### config.mk
export PLATFORM = sky130hd
export DESIGN_NAME = acg_clock_gen
export DESIGN_NICKNAME = d
export VERILOG_FILES = /design/src/rtl/acg_clock_gen.v /design/src/rtl/acg_edge_sync.v /design/src/rtl/acg_frac_acc.v
export VERILOG_INCLUDE_DIRS = /design/src /design/src/rtl
export SDC_FILE = /design/constraint.sdc
export NUM_CORES = 1
export LEC_CHECK = 0
export BUFFER_PORTS_ARGS = -buffer_cell sky130_fd_sc_hd__buf_2
export CORE_ASPECT_RATIO = 0.75
export CORE_MARGIN = 2
export CORE_UTILIZATION = 30
export CTS_CLUSTER_SIZE = 20
export DETAILED_ROUTE_END_ITERATION = 6
export PLACE_DENSITY_LB_ADDON = 0.08
export SLEW_MARGIN = 40
export SYNTH_ARGS = -nofsm -noshare
export SYNTH_HDL_FRONTEND = slang
export SYNTH_SLANG_ARGS = --single-unit
### constraint.sdc
create_clock -name clk -period 10.39 [get_ports clk]
set_input_delay 0.5195 -clock clk [delete_from_list [all_inputs] [get_ports clk]]
set_output_delay 0.5195 -clock clk [all_outputs]
set_load 0.1 [all_outputs]
### src/rtl/acg_defines.vh
// Purpose: Named constants for the audio clock and rate generator.
// Assumes: Included by the acg_clock_gen design file only.
// Notes: Register indices are word indices; the byte address is four times the index.
`ifndef ACG_DEFINES_VH
`define ACG_DEFINES_VH

// Register word indices
`define ACG_IDX_CLK_SRC 10'h066
`define ACG_IDX_PLL 10'h003
`define ACG_IDX_DIV 10'h004
`define ACG_IDX_STATUS 10'h005

// Reset values
`define ACG_CLK_SRC_RST 8'h00
`define ACG_PLL_RST 32'h0000_0100
`define ACG_DIV_RST 32'h0040_0000

// clock_source_select fields
`define ACG_F_DIVSRC 7:6
`define ACG_F_PLLSRC 5:4
`define ACG_SRC_MCLK 2'h0
`define ACG_SRC_BCLK 2'h1
`define ACG_SRC_GENERAL_PIN_TWO 2'h2

// Synthesiser control fields
`define ACG_F_PLL_EN 0
`define ACG_F_P 3:1
`define ACG_F_R 7:4
`define ACG_F_J 13:8
`define ACG_F_D 27:14

// Divider control fields
`define ACG_F_Q 3:0
`define ACG_F_M 5:4
`define ACG_F_N 9:6
`define ACG_F_CLKMUX 10
`define ACG_F_PB_RATIO 14:11
`define ACG_F_RC_RATIO 18:15
`define ACG_F_PB_DBL 19
`define ACG_F_RC_DBL 20
`define ACG_F_G1_FRAME 21
`define ACG_F_PWDN 22
`define ACG_F_G1_EN 23

// Status fields
`define ACG_F_ST_DIFF 0
`define ACG_F_ST_PLL 1
`define ACG_F_ST_RUN 2
`define ACG_F_ST_FSCNT 15:8

// Arithmetic constants
`define ACG_D_SCALE 20'd10000
`define ACG_D_MAX 14'd9999
`define ACG_Q_CODE_MAX 4'hf
`define ACG_RATIO_CODE_MAX 4'ha
`define ACG_PLL_MSTR_MOD 24'd80000
`define ACG_MN_P_SCALE 28'd10000
`define ACG_DIV_MSTR_INC 28'h0000002
`define ACG_TOGGLE_INC 28'h0000004
`define ACG_MSTR_PER_FS 8'hff
`define ACG_FS_SINGLE 11'h080
`define ACG_FS_DOUBLE 11'h040
`define ACG_MT_HOLDOFF 2'h3

// AXI responses
`define ACG_RESP_OKAY 2'h0
`define ACG_RESP_SLVERR 2'h2

`endif

### src/rtl/acg_clock_gen.v
// Purpose: Audio clock generation, converter rate division and clock output.
// Assumes: Reference pins are sampled by the 25 MHz system clock; all rates are enables.
// Notes: Registers over AXI4-Lite; unmapped addresses answer SLVERR.
// Function
// Produce a master tick at 256 times the reference rate.
// Converter rates are reference over ratio, or twice that, ratio 1 to 6.
// One reference rate; record and playback dividers set separately.
// When rates differ, word clock marks playback, pin one marks record frames.
// Without synthesiser, reference is divider input over 128 times Q (2..17).
// Source select bits 7:6 pick master, bit clock or pin two.
// Software avoids odd Q with half ratios and keeps reference 39 to 53 kHz.
// With synthesiser, reference is input times K times R over 2048 times P.
// K is integer J (1..63) plus fraction D/10000, D 0..9999.
// Source select bits 5:4 pick synthesiser input, master or bit clock.
// Software keeps integer-K synthesiser settings within their ranges.
// Software keeps fractional-K synthesiser settings within their ranges, R one.
// Synthesiser output to pin one is input times 2KR over M N P.
// Divider output to pin one is input times 2 over M N.
// Synthesiser output on pin one keeps working while codec is powered down.
// Master clock input path accepts its full reference range.
// Software supplies a reference clock whenever a converter runs.
// Main word clock runs at the higher converter rate; the code drives it from the playback frame alone.
// Reprogramming never makes runt pulses on master tick or pin one clock.
// Fractional multiplication is exact in the long-run average.
`timescale 1ns/1ps
`include "acg_defines.vh"
module acg_clock_gen (
  // System
  input wire clk,
  input wire sys_rst,
  // AXI4-Lite write address
  input wire [11:0] s_axi_awaddr,
  input wire s_axi_awvalid,
  output wire s_axi_awready,
  // AXI4-Lite write data
  input wire [31:0] s_axi_wdata,
  input wire [3:0] s_axi_wstrb,
  input wire s_axi_wvalid,
  output wire s_axi_wready,
  // AXI4-Lite write response
  output wire [1:0] s_axi_bresp,
  output wire s_axi_bvalid,
  input wire s_axi_bready,
  // AXI4-Lite read address
  input wire [11:0] s_axi_araddr,
  input wire s_axi_arvalid,
  output wire s_axi_arready,
  // AXI4-Lite read data
  output wire [31:0] s_axi_rdata,
  output wire [1:0] s_axi_rresp,
  output wire s_axi_rvalid,
  input wire s_axi_rready,
  // Reference clock pins
  input wire mclk_pin,
  input wire bclk_pin,
  input wire general_pin_two,
  // Clock and frame outputs
  output wire master_tick,
  output wire fsref_tick,
  output wire playback_frame,
  output wire record_frame,
  output wire wclk_out,
  output wire general_pin_one_out,
  output wire general_pin_one_oe
);

  function [10:0] fs_period;
    input [3:0] code;
    input dbl;
    reg [3:0] c;
    reg [10:0] n2;
    begin
      c = (code > `ACG_RATIO_CODE_MAX) ? `ACG_RATIO_CODE_MAX : code;
      n2 = {7'h00, c} + 11'h002;
      fs_period = dbl ? n2 * `ACG_FS_DOUBLE : n2 * `ACG_FS_SINGLE;
    end
  endfunction

  // Register file
  reg [7:0] clock_source_select_ff;
  reg [31:0] synth_ctrl_ff;
  reg [31:0] divider_ctrl_ff;

  // AXI state
  reg aw_held_ff;
  reg w_held_ff;
  reg [9:0] aw_idx_ff;
  reg [31:0] wdata_ff;
  reg [3:0] wstrb_ff;
  reg bvalid_ff;
  reg [1:0] bresp_ff;
  reg rvalid_ff;
  reg [1:0] rresp_ff;
  reg [31:0] rdata_ff;

  // Clock state
  reg [7:0] fs_cnt_ff;
  reg [7:0] fs_total_ff;
  reg fsref_ff;
  reg [10:0] pb_cnt_ff;
  reg [10:0] rc_cnt_ff;
  reg pb_frame_ff;
  reg rc_frame_ff;
  reg wclk_ff;
  reg g1_frame_ff;
  reg clkout_ff;

  // Write channel: address and data may arrive in either order
  assign s_axi_awready = ~aw_held_ff & ~bvalid_ff;
  assign s_axi_wready = ~w_held_ff & ~bvalid_ff;
  assign s_axi_bvalid = bvalid_ff;
  assign s_axi_bresp = bresp_ff;
  assign s_axi_arready = ~rvalid_ff;
  assign s_axi_rvalid = rvalid_ff;
  assign s_axi_rresp = rresp_ff;
  assign s_axi_rdata = rdata_ff;

  wire do_write = aw_held_ff & w_held_ff & ~bvalid_ff;
  wire wr_src = (aw_idx_ff == `ACG_IDX_CLK_SRC);
  wire wr_pll = (aw_idx_ff == `ACG_IDX_PLL);
  wire wr_div = (aw_idx_ff == `ACG_IDX_DIV);
  wire wr_map = wr_src | wr_pll | wr_div | (aw_idx_ff == `ACG_IDX_STATUS);

  function [31:0] merge;
    input [31:0] old;
    input [31:0] data;
    input [3:0] strb;
    integer i;
    begin
      merge = old;
      for (i = 0; i < 4; i = i + 1) begin
        if (strb[i]) begin
          merge[i*8 +: 8] = data[i*8 +: 8];
        end
      end
    end
  endfunction

  always @(posedge clk or posedge sys_rst) begin
    if (sys_rst) begin
      aw_held_ff <= 1'b0;
      w_held_ff <= 1'b0;
      aw_idx_ff <= 10'h000;
      wdata_ff <= 32'h0000_0000;
      wstrb_ff <= 4'h0;
      bvalid_ff <= 1'b0;
      bresp_ff <= `ACG_RESP_OKAY;
      clock_source_select_ff <= `ACG_CLK_SRC_RST;
      synth_ctrl_ff <= `ACG_PLL_RST;
      divider_ctrl_ff <= `ACG_DIV_RST;
    end else begin
      if (s_axi_awvalid & s_axi_awready) begin
        aw_held_ff <= 1'b1;
        aw_idx_ff <= s_axi_awaddr[11:2];
      end
      if (s_axi_wvalid & s_axi_wready) begin
        w_held_ff <= 1'b1;
        wdata_ff <= s_axi_wdata;
        wstrb_ff <= s_axi_wstrb;
      end
      if (do_write) begin
        aw_held_ff <= 1'b0;
        w_held_ff <= 1'b0;
        bvalid_ff <= 1'b1;
        bresp_ff <= wr_map ? `ACG_RESP_OKAY : `ACG_RESP_SLVERR;
        // source select storage
        if (wr_src && wstrb_ff[0]) begin
          clock_source_select_ff <= wdata_ff[7:0];
        end
        if (wr_pll) begin
          synth_ctrl_ff <= merge(synth_ctrl_ff, wdata_ff, wstrb_ff);
        end
        if (wr_div) begin
          divider_ctrl_ff <= merge(divider_ctrl_ff, wdata_ff, wstrb_ff);
        end
      end else if (bvalid_ff & s_axi_bready) begin
        bvalid_ff <= 1'b0;
      end
    end
  end

  // Field decode
  wire pll_en = synth_ctrl_ff[`ACG_F_PLL_EN];
  wire [3:0] p_val = {1'b0, synth_ctrl_ff[`ACG_F_P]} + 4'h1;
  wire [4:0] r_val = {1'b0, synth_ctrl_ff[`ACG_F_R]} + 5'h01;
  wire [5:0] j_raw = synth_ctrl_ff[`ACG_F_J];
  wire [13:0] d_raw = synth_ctrl_ff[`ACG_F_D];
  wire [3:0] q_code = divider_ctrl_ff[`ACG_F_Q];
  wire [3:0] m_val = 4'h1 << divider_ctrl_ff[`ACG_F_M];
  wire [4:0] n_val = {1'b0, divider_ctrl_ff[`ACG_F_N]} + 5'h02;
  wire clock_output_source_select = divider_ctrl_ff[`ACG_F_CLKMUX];
  wire codec_pwdn = divider_ctrl_ff[`ACG_F_PWDN];

  // J of zero is treated as one, D above 9999 is held at 9999
  wire [5:0] j_val = (j_raw == 6'h00) ? 6'h01 : j_raw;
  wire [13:0] d_val = (d_raw > `ACG_D_MAX) ? `ACG_D_MAX : d_raw;
  wire [19:0] k_scaled = {14'h0000, j_val} * `ACG_D_SCALE + {6'h00, d_val};
  wire [24:0] kr_scaled = k_scaled * r_val;

  // Q code 0..15 stands for Q 2..17
  wire [27:0] q_mod = {24'h000000, q_code} + 28'h0000002;

  // Synchronised reference pins
  wire mclk_rise;
  wire bclk_rise;
  wire g2_rise;

  // master clock sampled as a plain edge stream
  acg_edge_sync u_sync_mclk (
    .clk(clk),
    .sys_rst(sys_rst),
    .pin_in(mclk_pin),
    .rise_pulse(mclk_rise)
  );

  acg_edge_sync u_sync_bclk (
    .clk(clk),
    .sys_rst(sys_rst),
    .pin_in(bclk_pin),
    .rise_pulse(bclk_rise)
  );

  acg_edge_sync u_sync_g2 (
    .clk(clk),
    .sys_rst(sys_rst),
    .pin_in(general_pin_two),
    .rise_pulse(g2_rise)
  );

  // divider input select
  reg divider_source_clock;
  always @* begin
    case (clock_source_select_ff[`ACG_F_DIVSRC])
      `ACG_SRC_BCLK: divider_source_clock = bclk_rise;
      `ACG_SRC_GENERAL_PIN_TWO: divider_source_clock = g2_rise;
      default: divider_source_clock = mclk_rise;
    endcase
  end

  // synthesiser input select, master clock unless bit clock chosen
  wire synth_source_clock = (clock_source_select_ff[`ACG_F_PLLSRC] == `ACG_SRC_BCLK) ?
                            bclk_rise : mclk_rise;

  // plain divider: master rate is 2 x input / Q, i.e. 256 x input / (128 Q)
  wire div_mstr;
  acg_frac_acc #(.W(28)) u_div_mstr (
    .clk(clk),
    .sys_rst(sys_rst),
    .clr(pll_en | codec_pwdn),
    .step_en(divider_source_clock),
    .inc(`ACG_DIV_MSTR_INC),
    .modulus(q_mod),
    .tick(div_mstr)
  );

  // synthesiser: master rate is input x K x R / (8 P), remainder carried
  wire pll_mstr;
  acg_frac_acc #(.W(28)) u_pll_mstr (
    .clk(clk),
    .sys_rst(sys_rst),
    .clr(~pll_en | codec_pwdn),
    .step_en(synth_source_clock),
    .inc({3'h0, kr_scaled}),
    .modulus({4'h0, p_val * `ACG_PLL_MSTR_MOD}),
    .tick(pll_mstr)
  );

  // master tick from whichever path is enabled
  wire mstr_raw = pll_en ? pll_mstr : div_mstr;
  // A source or path switch can bring two ticks close; the late one is dropped
  reg [1:0] mt_gap_ff;
  // tick hold-off
  wire mstr = mstr_raw & (mt_gap_ff == `ACG_MT_HOLDOFF);

  always @(posedge clk or posedge sys_rst) begin
    if (sys_rst) begin
      mt_gap_ff <= `ACG_MT_HOLDOFF;
    end else if (mstr) begin
      mt_gap_ff <= 2'h0;
    end else if (mt_gap_ff != `ACG_MT_HOLDOFF) begin
      mt_gap_ff <= mt_gap_ff + 2'h1;
    end
  end

  // single reference rate derived from the one master tick
  always @(posedge clk or posedge sys_rst) begin
    if (sys_rst) begin
      fs_cnt_ff <= 8'h00;
      fsref_ff <= 1'b0;
      fs_total_ff <= 8'h00;
    end else begin
      fsref_ff <= 1'b0;
      if (codec_pwdn) begin
        fs_cnt_ff <= 8'h00;
      end else if (mstr) begin
        fs_cnt_ff <= fs_cnt_ff + 8'h01;
        if (fs_cnt_ff == `ACG_MSTR_PER_FS) begin
          fsref_ff <= 1'b1;
          fs_total_ff <= fs_total_ff + 8'h01;
        end
      end
    end
  end

  // independent playback and record dividers
  wire [10:0] pb_period = fs_period(divider_ctrl_ff[`ACG_F_PB_RATIO],
                                    divider_ctrl_ff[`ACG_F_PB_DBL]);
  wire [10:0] rc_period = fs_period(divider_ctrl_ff[`ACG_F_RC_RATIO],
                                    divider_ctrl_ff[`ACG_F_RC_DBL]);
  wire rates_differ = (pb_period != rc_period);

  always @(posedge clk or posedge sys_rst) begin
    if (sys_rst) begin
      pb_cnt_ff <= 11'h000;
      rc_cnt_ff <= 11'h000;
      pb_frame_ff <= 1'b0;
      rc_frame_ff <= 1'b0;
    end else begin
      pb_frame_ff <= 1'b0;
      rc_frame_ff <= 1'b0;
      if (codec_pwdn) begin
        pb_cnt_ff <= 11'h000;
        rc_cnt_ff <= 11'h000;
      end else if (mstr) begin
        // compare with >= so a shortened period wraps at once, no runt
        if (pb_cnt_ff >= pb_period - 11'h001) begin
          pb_cnt_ff <= 11'h000;
          pb_frame_ff <= 1'b1;
        end else begin
          pb_cnt_ff <= pb_cnt_ff + 11'h001;
        end
        if (rc_cnt_ff >= rc_period - 11'h001) begin
          rc_cnt_ff <= 11'h000;
          rc_frame_ff <= 1'b1;
        end else begin
          rc_cnt_ff <= rc_cnt_ff + 11'h001;
        end
      end
    end
  end

  // word clocks: with equal rates one frame pulse serves both streams
  always @(posedge clk or posedge sys_rst) begin
    if (sys_rst) begin
      wclk_ff <= 1'b0;
      g1_frame_ff <= 1'b0;
    end else begin
      wclk_ff <= pb_frame_ff;
      g1_frame_ff <= rates_differ & rc_frame_ff;
    end
  end

  // Clock output divider, toggled so pin frequency is half the tick rate
  wire [7:0] mn_val = m_val * n_val;
  wire [27:0] co_inc = clock_output_source_select ? `ACG_TOGGLE_INC : {1'b0, kr_scaled, 2'b00};
  wire [27:0] co_mod = clock_output_source_select ? {20'h00000, mn_val} :
                       mn_val * p_val * `ACG_MN_P_SCALE;
  // step source follows the selected formula
  wire co_step = clock_output_source_select ? divider_source_clock : (pll_en & synth_source_clock);
  wire co_tick;
  // clock output runs regardless of codec power state
  acg_frac_acc #(.W(28)) u_clk_out (
    .clk(clk),
    .sys_rst(sys_rst),
    .clr(~clock_output_source_select & ~pll_en),
    .step_en(co_step),
    .inc(co_inc),
    .modulus(co_mod),
    .tick(co_tick)
  );

  // only a flop toggles the output, every level lasts whole ticks
  always @(posedge clk or posedge sys_rst) begin
    if (sys_rst) begin
      clkout_ff <= 1'b0;
    end else if (co_tick) begin
      clkout_ff <= ~clkout_ff;
    end
  end

  // Read channel: one cycle from acceptance to rvalid
  always @(posedge clk or posedge sys_rst) begin
    if (sys_rst) begin
      rvalid_ff <= 1'b0;
      rresp_ff <= `ACG_RESP_OKAY;
      rdata_ff <= 32'h0000_0000;
    end else if (s_axi_arvalid & ~rvalid_ff) begin
      rvalid_ff <= 1'b1;
      rresp_ff <= `ACG_RESP_OKAY;
      rdata_ff <= 32'h0000_0000;
      case (s_axi_araddr[11:2])
        `ACG_IDX_CLK_SRC: rdata_ff <= {24'h000000, clock_source_select_ff};
        `ACG_IDX_PLL: rdata_ff <= synth_ctrl_ff;
        `ACG_IDX_DIV: rdata_ff <= divider_ctrl_ff;
        `ACG_IDX_STATUS: begin
          rdata_ff[`ACG_F_ST_DIFF] <= rates_differ;
          rdata_ff[`ACG_F_ST_PLL] <= pll_en;
          rdata_ff[`ACG_F_ST_RUN] <= ~codec_pwdn;
          rdata_ff[`ACG_F_ST_FSCNT] <= fs_total_ff;
        end
        default: rresp_ff <= `ACG_RESP_SLVERR;
      endcase
    end else if (rvalid_ff & s_axi_rready) begin
      rvalid_ff <= 1'b0;
    end
  end

  // Outputs
  assign master_tick = mstr;
  assign fsref_tick = fsref_ff;
  assign playback_frame = pb_frame_ff;
  assign record_frame = rc_frame_ff;
  assign wclk_out = wclk_ff;
  // pin one carries either the record frame clock or the divided clock
  assign general_pin_one_out = divider_ctrl_ff[`ACG_F_G1_FRAME] ? g1_frame_ff : clkout_ff;
  assign general_pin_one_oe = divider_ctrl_ff[`ACG_F_G1_EN];
endmodule

### src/rtl/acg_edge_sync.v
// Purpose: Brings a pin clock into the system clock domain as a rising-edge pulse.
// Assumes: Pin toggles slower than half the system clock.
// Notes: The first stage feeds only the second stage.
`timescale 1ns/1ps
module acg_edge_sync (
  // Clock and reset
  input wire clk,
  input wire sys_rst,
  // Pin and result
  input wire pin_in,
  output wire rise_pulse
);
  reg meta_ff;
  reg sync_ff;
  reg last_ff;

  always @(posedge clk or posedge sys_rst) begin
    if (sys_rst) begin
      meta_ff <= 1'b0;
      sync_ff <= 1'b0;
      last_ff <= 1'b0;
    end else begin
      meta_ff <= pin_in;
      sync_ff <= meta_ff;
      last_ff <= sync_ff;
    end
  end

  assign rise_pulse = sync_ff & ~last_ff;
endmodule

### src/rtl/acg_frac_acc.v
// Purpose: Fractional rate divider: one tick per modulus/inc steps on average.
// Assumes: inc below modulus; otherwise the tick rate saturates at one per step.
// Notes: Remainder is carried, so the long-run rate is exact.
`timescale 1ns/1ps
module acg_frac_acc #(
  parameter W = 28
) (
  // Clock and reset
  input wire clk,
  input wire sys_rst,
  // Control
  input wire clr,
  input wire step_en,
  input wire [W-1:0] inc,
  input wire [W-1:0] modulus,
  // Result
  output wire tick
);
  reg [W-1:0] acc_ff;
  reg tick_ff;
  reg [W-1:0] nxt_acc;
  reg nxt_tick;
  wire [W:0] sum = {1'b0, acc_ff} + {1'b0, inc};

  always @* begin
    nxt_acc = acc_ff;
    nxt_tick = 1'b0;
    if (clr) begin
      nxt_acc = {W{1'b0}};
    end else if (step_en) begin
      if (sum >= {modulus, 1'b0}) begin
        // Far ahead after a setting change or saturation: restart, never run away
        nxt_acc = {W{1'b0}};
        nxt_tick = 1'b1;
      end else if (sum >= {1'b0, modulus}) begin
        nxt_acc = sum[W-1:0] - modulus;
        nxt_tick = 1'b1;
      end else begin
        nxt_acc = sum[W-1:0];
      end
    end
  end

  always @(posedge clk or posedge sys_rst) begin
    if (sys_rst) begin
      acc_ff <= {W{1'b0}};
      tick_ff <= 1'b0;
    end else begin
      acc_ff <= nxt_acc;
      tick_ff <= nxt_tick;
    end
  end

  assign tick = tick_ff;
endmodule
==> results.cfg <==
[synthesis]
synth_xor_area_share_pct = 6.06
yosysWarnings = 0
ys.flop_type = dfrtp_1
synthDistinctLibCells = 90
syn_inst = 3029
syn_avg_cell_area_um2 = 9.11
synth_top_area_share_pct = 26.7
synthMuxAreaShare_pct = 6.73
synth_edf_count = 0
syn_area_mm2 = 0.0276
synth_area_leaders = dfrtp_1, ha_1, fa_1
synth_top_family_by_area = adder cells
synth-simple-area-share_pct = 17.1
synth_compound_area_share_pct = 15.0
synth_common_cells = ha_1, nand2_1, dfrtp_1, inv_1, nor2_1
synth.largest_area_cell = dfrtp_1
yosys_register_bits = 298
synthMostInstantiatedCell = ha_1
async_reset_ff_share_pct = 100
ys_seq_area_share_pct = 27.0
synth_fa_ha_area_share_pct = 23.0

[clock_tree]
cts_buffers = 38
clock_latency_ns = 0.60
cts-root-buf = clkbuf_16
ctsHoldBuffers = 0
cts_tree = built
cts.clk_slew.worst_paths_ns = 0.07
cts_sinks = 298
cts_max_level = 2
clockBufferDepth = 3

[outcome]
violations = setup timing
status = complete, but fails checks

[place]
gp_congestion = 0.830
io_buffers = 111
dp.cells = 4663
placed_cell_area_mm2 = 0.0325
dp_slack_ns = -0.627
dp_hpwl_um = 69400

[setup_path]
startpoint_type = flop
r2r_setup_slack_ns = -0.17
critPathMaxStageDelay_ns = 0.56
crit_arrival_ns = 11.02
slowest_stage = fa_1
cp_max_fo = 5
cpMostUsedCell = fa_1
r2r_start = divider_ctrl_ff[7]$_DFFE_PP0P_
required_ns = 10.85
reg2reg_to = u_clk_out.acc_ff[13]$_DFFE_PP0P_
crit_type = reg -> reg
r2r_cells = 43
end_kind = flop

[global_routing]
grt_pass1_vias = 24035
grt_max_degree = 105
antenna_found_initial = 3
grt_pass1_wl_um = 137000
grt_usage_pct = 18.2
grt_overflow = 0

[route]
drt_iter0_markers = 1153
vias_per_cell = 4.97
ant_nets = 0
drc_errors = 0
num_vias = 23764
routed_wl_um = 86800
wire_per_inst_um = 18.2
drt_pre_antenna_iters = 5

[floorplan]
die_h_um = 267
floorplan.initialDensity_pct = 30.2
fp.coreArea_mm2 = 0.0913
io_pins = 118
die_area_mm2 = 0.0944
std_cell_rows = 96
die_x_um = 354

[sta]
finClkSkew_ns = 0.0428
period_needed_ns = 10.56
setup_viol = 29
setup_slack_ns = -0.165
final.setup.tns_ns = -2.78
fmax_mhz = 94.7
finalCritPeriodShare_pct = 102
worst_pin_slew_ns = 0.832
hold_viol = 0
relSlewSlack_pct = 44.2
slew_violations = 0
grt_setup_unrepaired = true

[hold_path]
min_to = u_sync_bclk.meta_ff$_DFF_PP0_
min_from = bclk_pin
min_path_type = in -> reg
hold-path-cell-count = 1

[cells_and_area]
stdcell_count = 4780
area_delta_synth_final_pct = 29.3
nFillCells = 9178
final_area_mm2 = 0.0357
drive_above_1_share_pct = 28.8
nets = 4036

[power_and_ir_drop]
fin_total_pwr_w = 0.00637
p_leak_nw = 17.9
ir_drop_mv = 0.197
p_per_area_mw_per_mm2 = 178

[flow_run]
cap_viol_max_count = 0
[cell families (layout without fill, tap and decap cells)]
| kind of cell | count (synthesis) | in the layout |
|---|---|---|
| and+or+nand+nor | 942 | 942 |
| AOI/OAI and AO/OA | 636 | 636 |
| adders and majority gates | 442 | 442 |
| buffers and inverters | 349 | 870 |
| DFF | 298 | 298 |
| xor gates and xnor gates | 191 | 191 |
| muxes | 170 | 170 |
| other | 1 | 6 |
[how the worst max path moves through the flow]
stage,from,endpoint,cells past startpoint
2_1_floorplan,divider_ctrl_ff[7]$_DFFE_PP0P_,u_clk_out.acc_ff[1]$_DFFE_PP0P_,44
3_3_place_gp,synth_ctrl_ff[12]$_DFFE_PP0P_,u_pll_mstr.tick$_DFF_PP0_,47
3_5_place_dp,synth_ctrl_ff[12]$_DFFE_PP0P_,u_clk_out.acc_ff[1]$_DFFE_PP0P_,47
4_1_cts,divider_ctrl_ff[7]$_DFFE_PP0P_,u_clk_out.acc_ff[17]$_DFFE_PP0P_,47
5_1_grt,divider_ctrl_ff[7]$_DFFE_PP0P_,u_clk_out.acc_ff[13]$_DFFE_PP0P_,46
6_report,divider_ctrl_ff[7]$_DFFE_PP0P_,u_clk_out.acc_ff[13]$_DFFE_PP0P_,43
[state kept, by name, summed over array words and instances, names as in the netlist, 11 cells and up]
signal / cells
pb_cnt_ff: 11
wdata_ff: 32
divider_ctrl_ff: 32
u_div_mstr.acc_ff: 28
u_clk_out.acc_ff: 28
u_pll_mstr.acc_ff: 28
s_axi_rdata: 32
rc_cnt_ff: 11
synth_ctrl_ff: 32
[stage by stage]
stage / hold WS, ns / utilization [%]
floorplan: 0.331 / -
global placement: 0.339 / 35.6
detailed placement: 0.345 / 35.6
CTS: 0.00330 / 37.9
global route: 0.0182 / 39.1
finish: 0.0478 / 39.1
[routing by layer]
layer | track usage (%) | up-vias | wire length (um)
met5 | 0 | - | 7
met4 | 3.47 | 2 | 1300
met3 | 2.42 | 89 | 3610
met2 | 25.8 | 408 | 34700
met1 | 29.0 | 11631 | 47200
li1 | - | 11634 | -
[layout by cell type (no fill, tap or decap), drive strengths merged, types with 16 or more instances in the layout]
| cell | n |
|---|---|
| nor2b | 74 |
| mux2 | 121 |
| inv | 263 |
| nor2 | 189 |
| clkbuf | 52 |
| dfrtp | 294 |
| ha | 332 |
| fa | 110 |
| o21ai | 186 |
| a211oi | 20 |
| xnor2 | 116 |
| xor2 | 75 |
| mux2i | 49 |
| and2 | 31 |
| nand2 | 298 |
| nand2b | 49 |
| a22o | 16 |
| and3 | 35 |
| o31ai | 18 |
| a21o | 74 |
| nor3 | 49 |
| a31oi | 22 |
| nand4 | 31 |
| nand3 | 68 |
| o21a | 24 |
| buf | 540 |
| a21oi | 126 |
| or2 | 37 |
| a21boi | 16 |
| o21bai | 21 |
[area by class of cell]
| cell class | instances | area [um2] | share of cell area [%] |
|---|---|---|---|
| multi-input combinational | 2383 | 20300 | 57.0 |
| sequential | 298 | 7470 | 20.9 |
| timing repair buffer | 542 | 3990 | 11.2 |
| tap | 1225 | 1530 | 4.30 |
| clock buffer | 50 | 1070 | 2.99 |
| inverter | 261 | 987 | 2.77 |
| clock inverter | 17 | 270 | 0.758 |
| antenna | 4 | 10.0 | 0.0281 |
[report_power, final]
group	total (W)	switching, W	internal, W
Clock	0.00142	0.000579	0.000836
Sequential	0.00152	0.000176	0.00134
Combinational	0.00343	0.00187	0.00157
[repair_timing]
item,in CTS,in global routing
gates resized for setup,131,184
cloned,3,2
setup buffers,16,29
setup endpoints to repair,58,58
pin swaps,51,92
[critical path: cells and delay by family, from the launching register on]
| kind | cells | cell delay, ns |
|---|---|---|
| compound gates | 14 | 2.58 |
| fa+ha+maj | 13 | 5.20 |
| xor+xnor | 2 | 0.30 |
| buf+inv | 7 | 0.72 |
| mux | 1 | 0.21 |
| simple gates | 6 | 0.94 |
| flops | 1 | 0.45 |
Note: power is estimated with default switching activity, not from simulation.
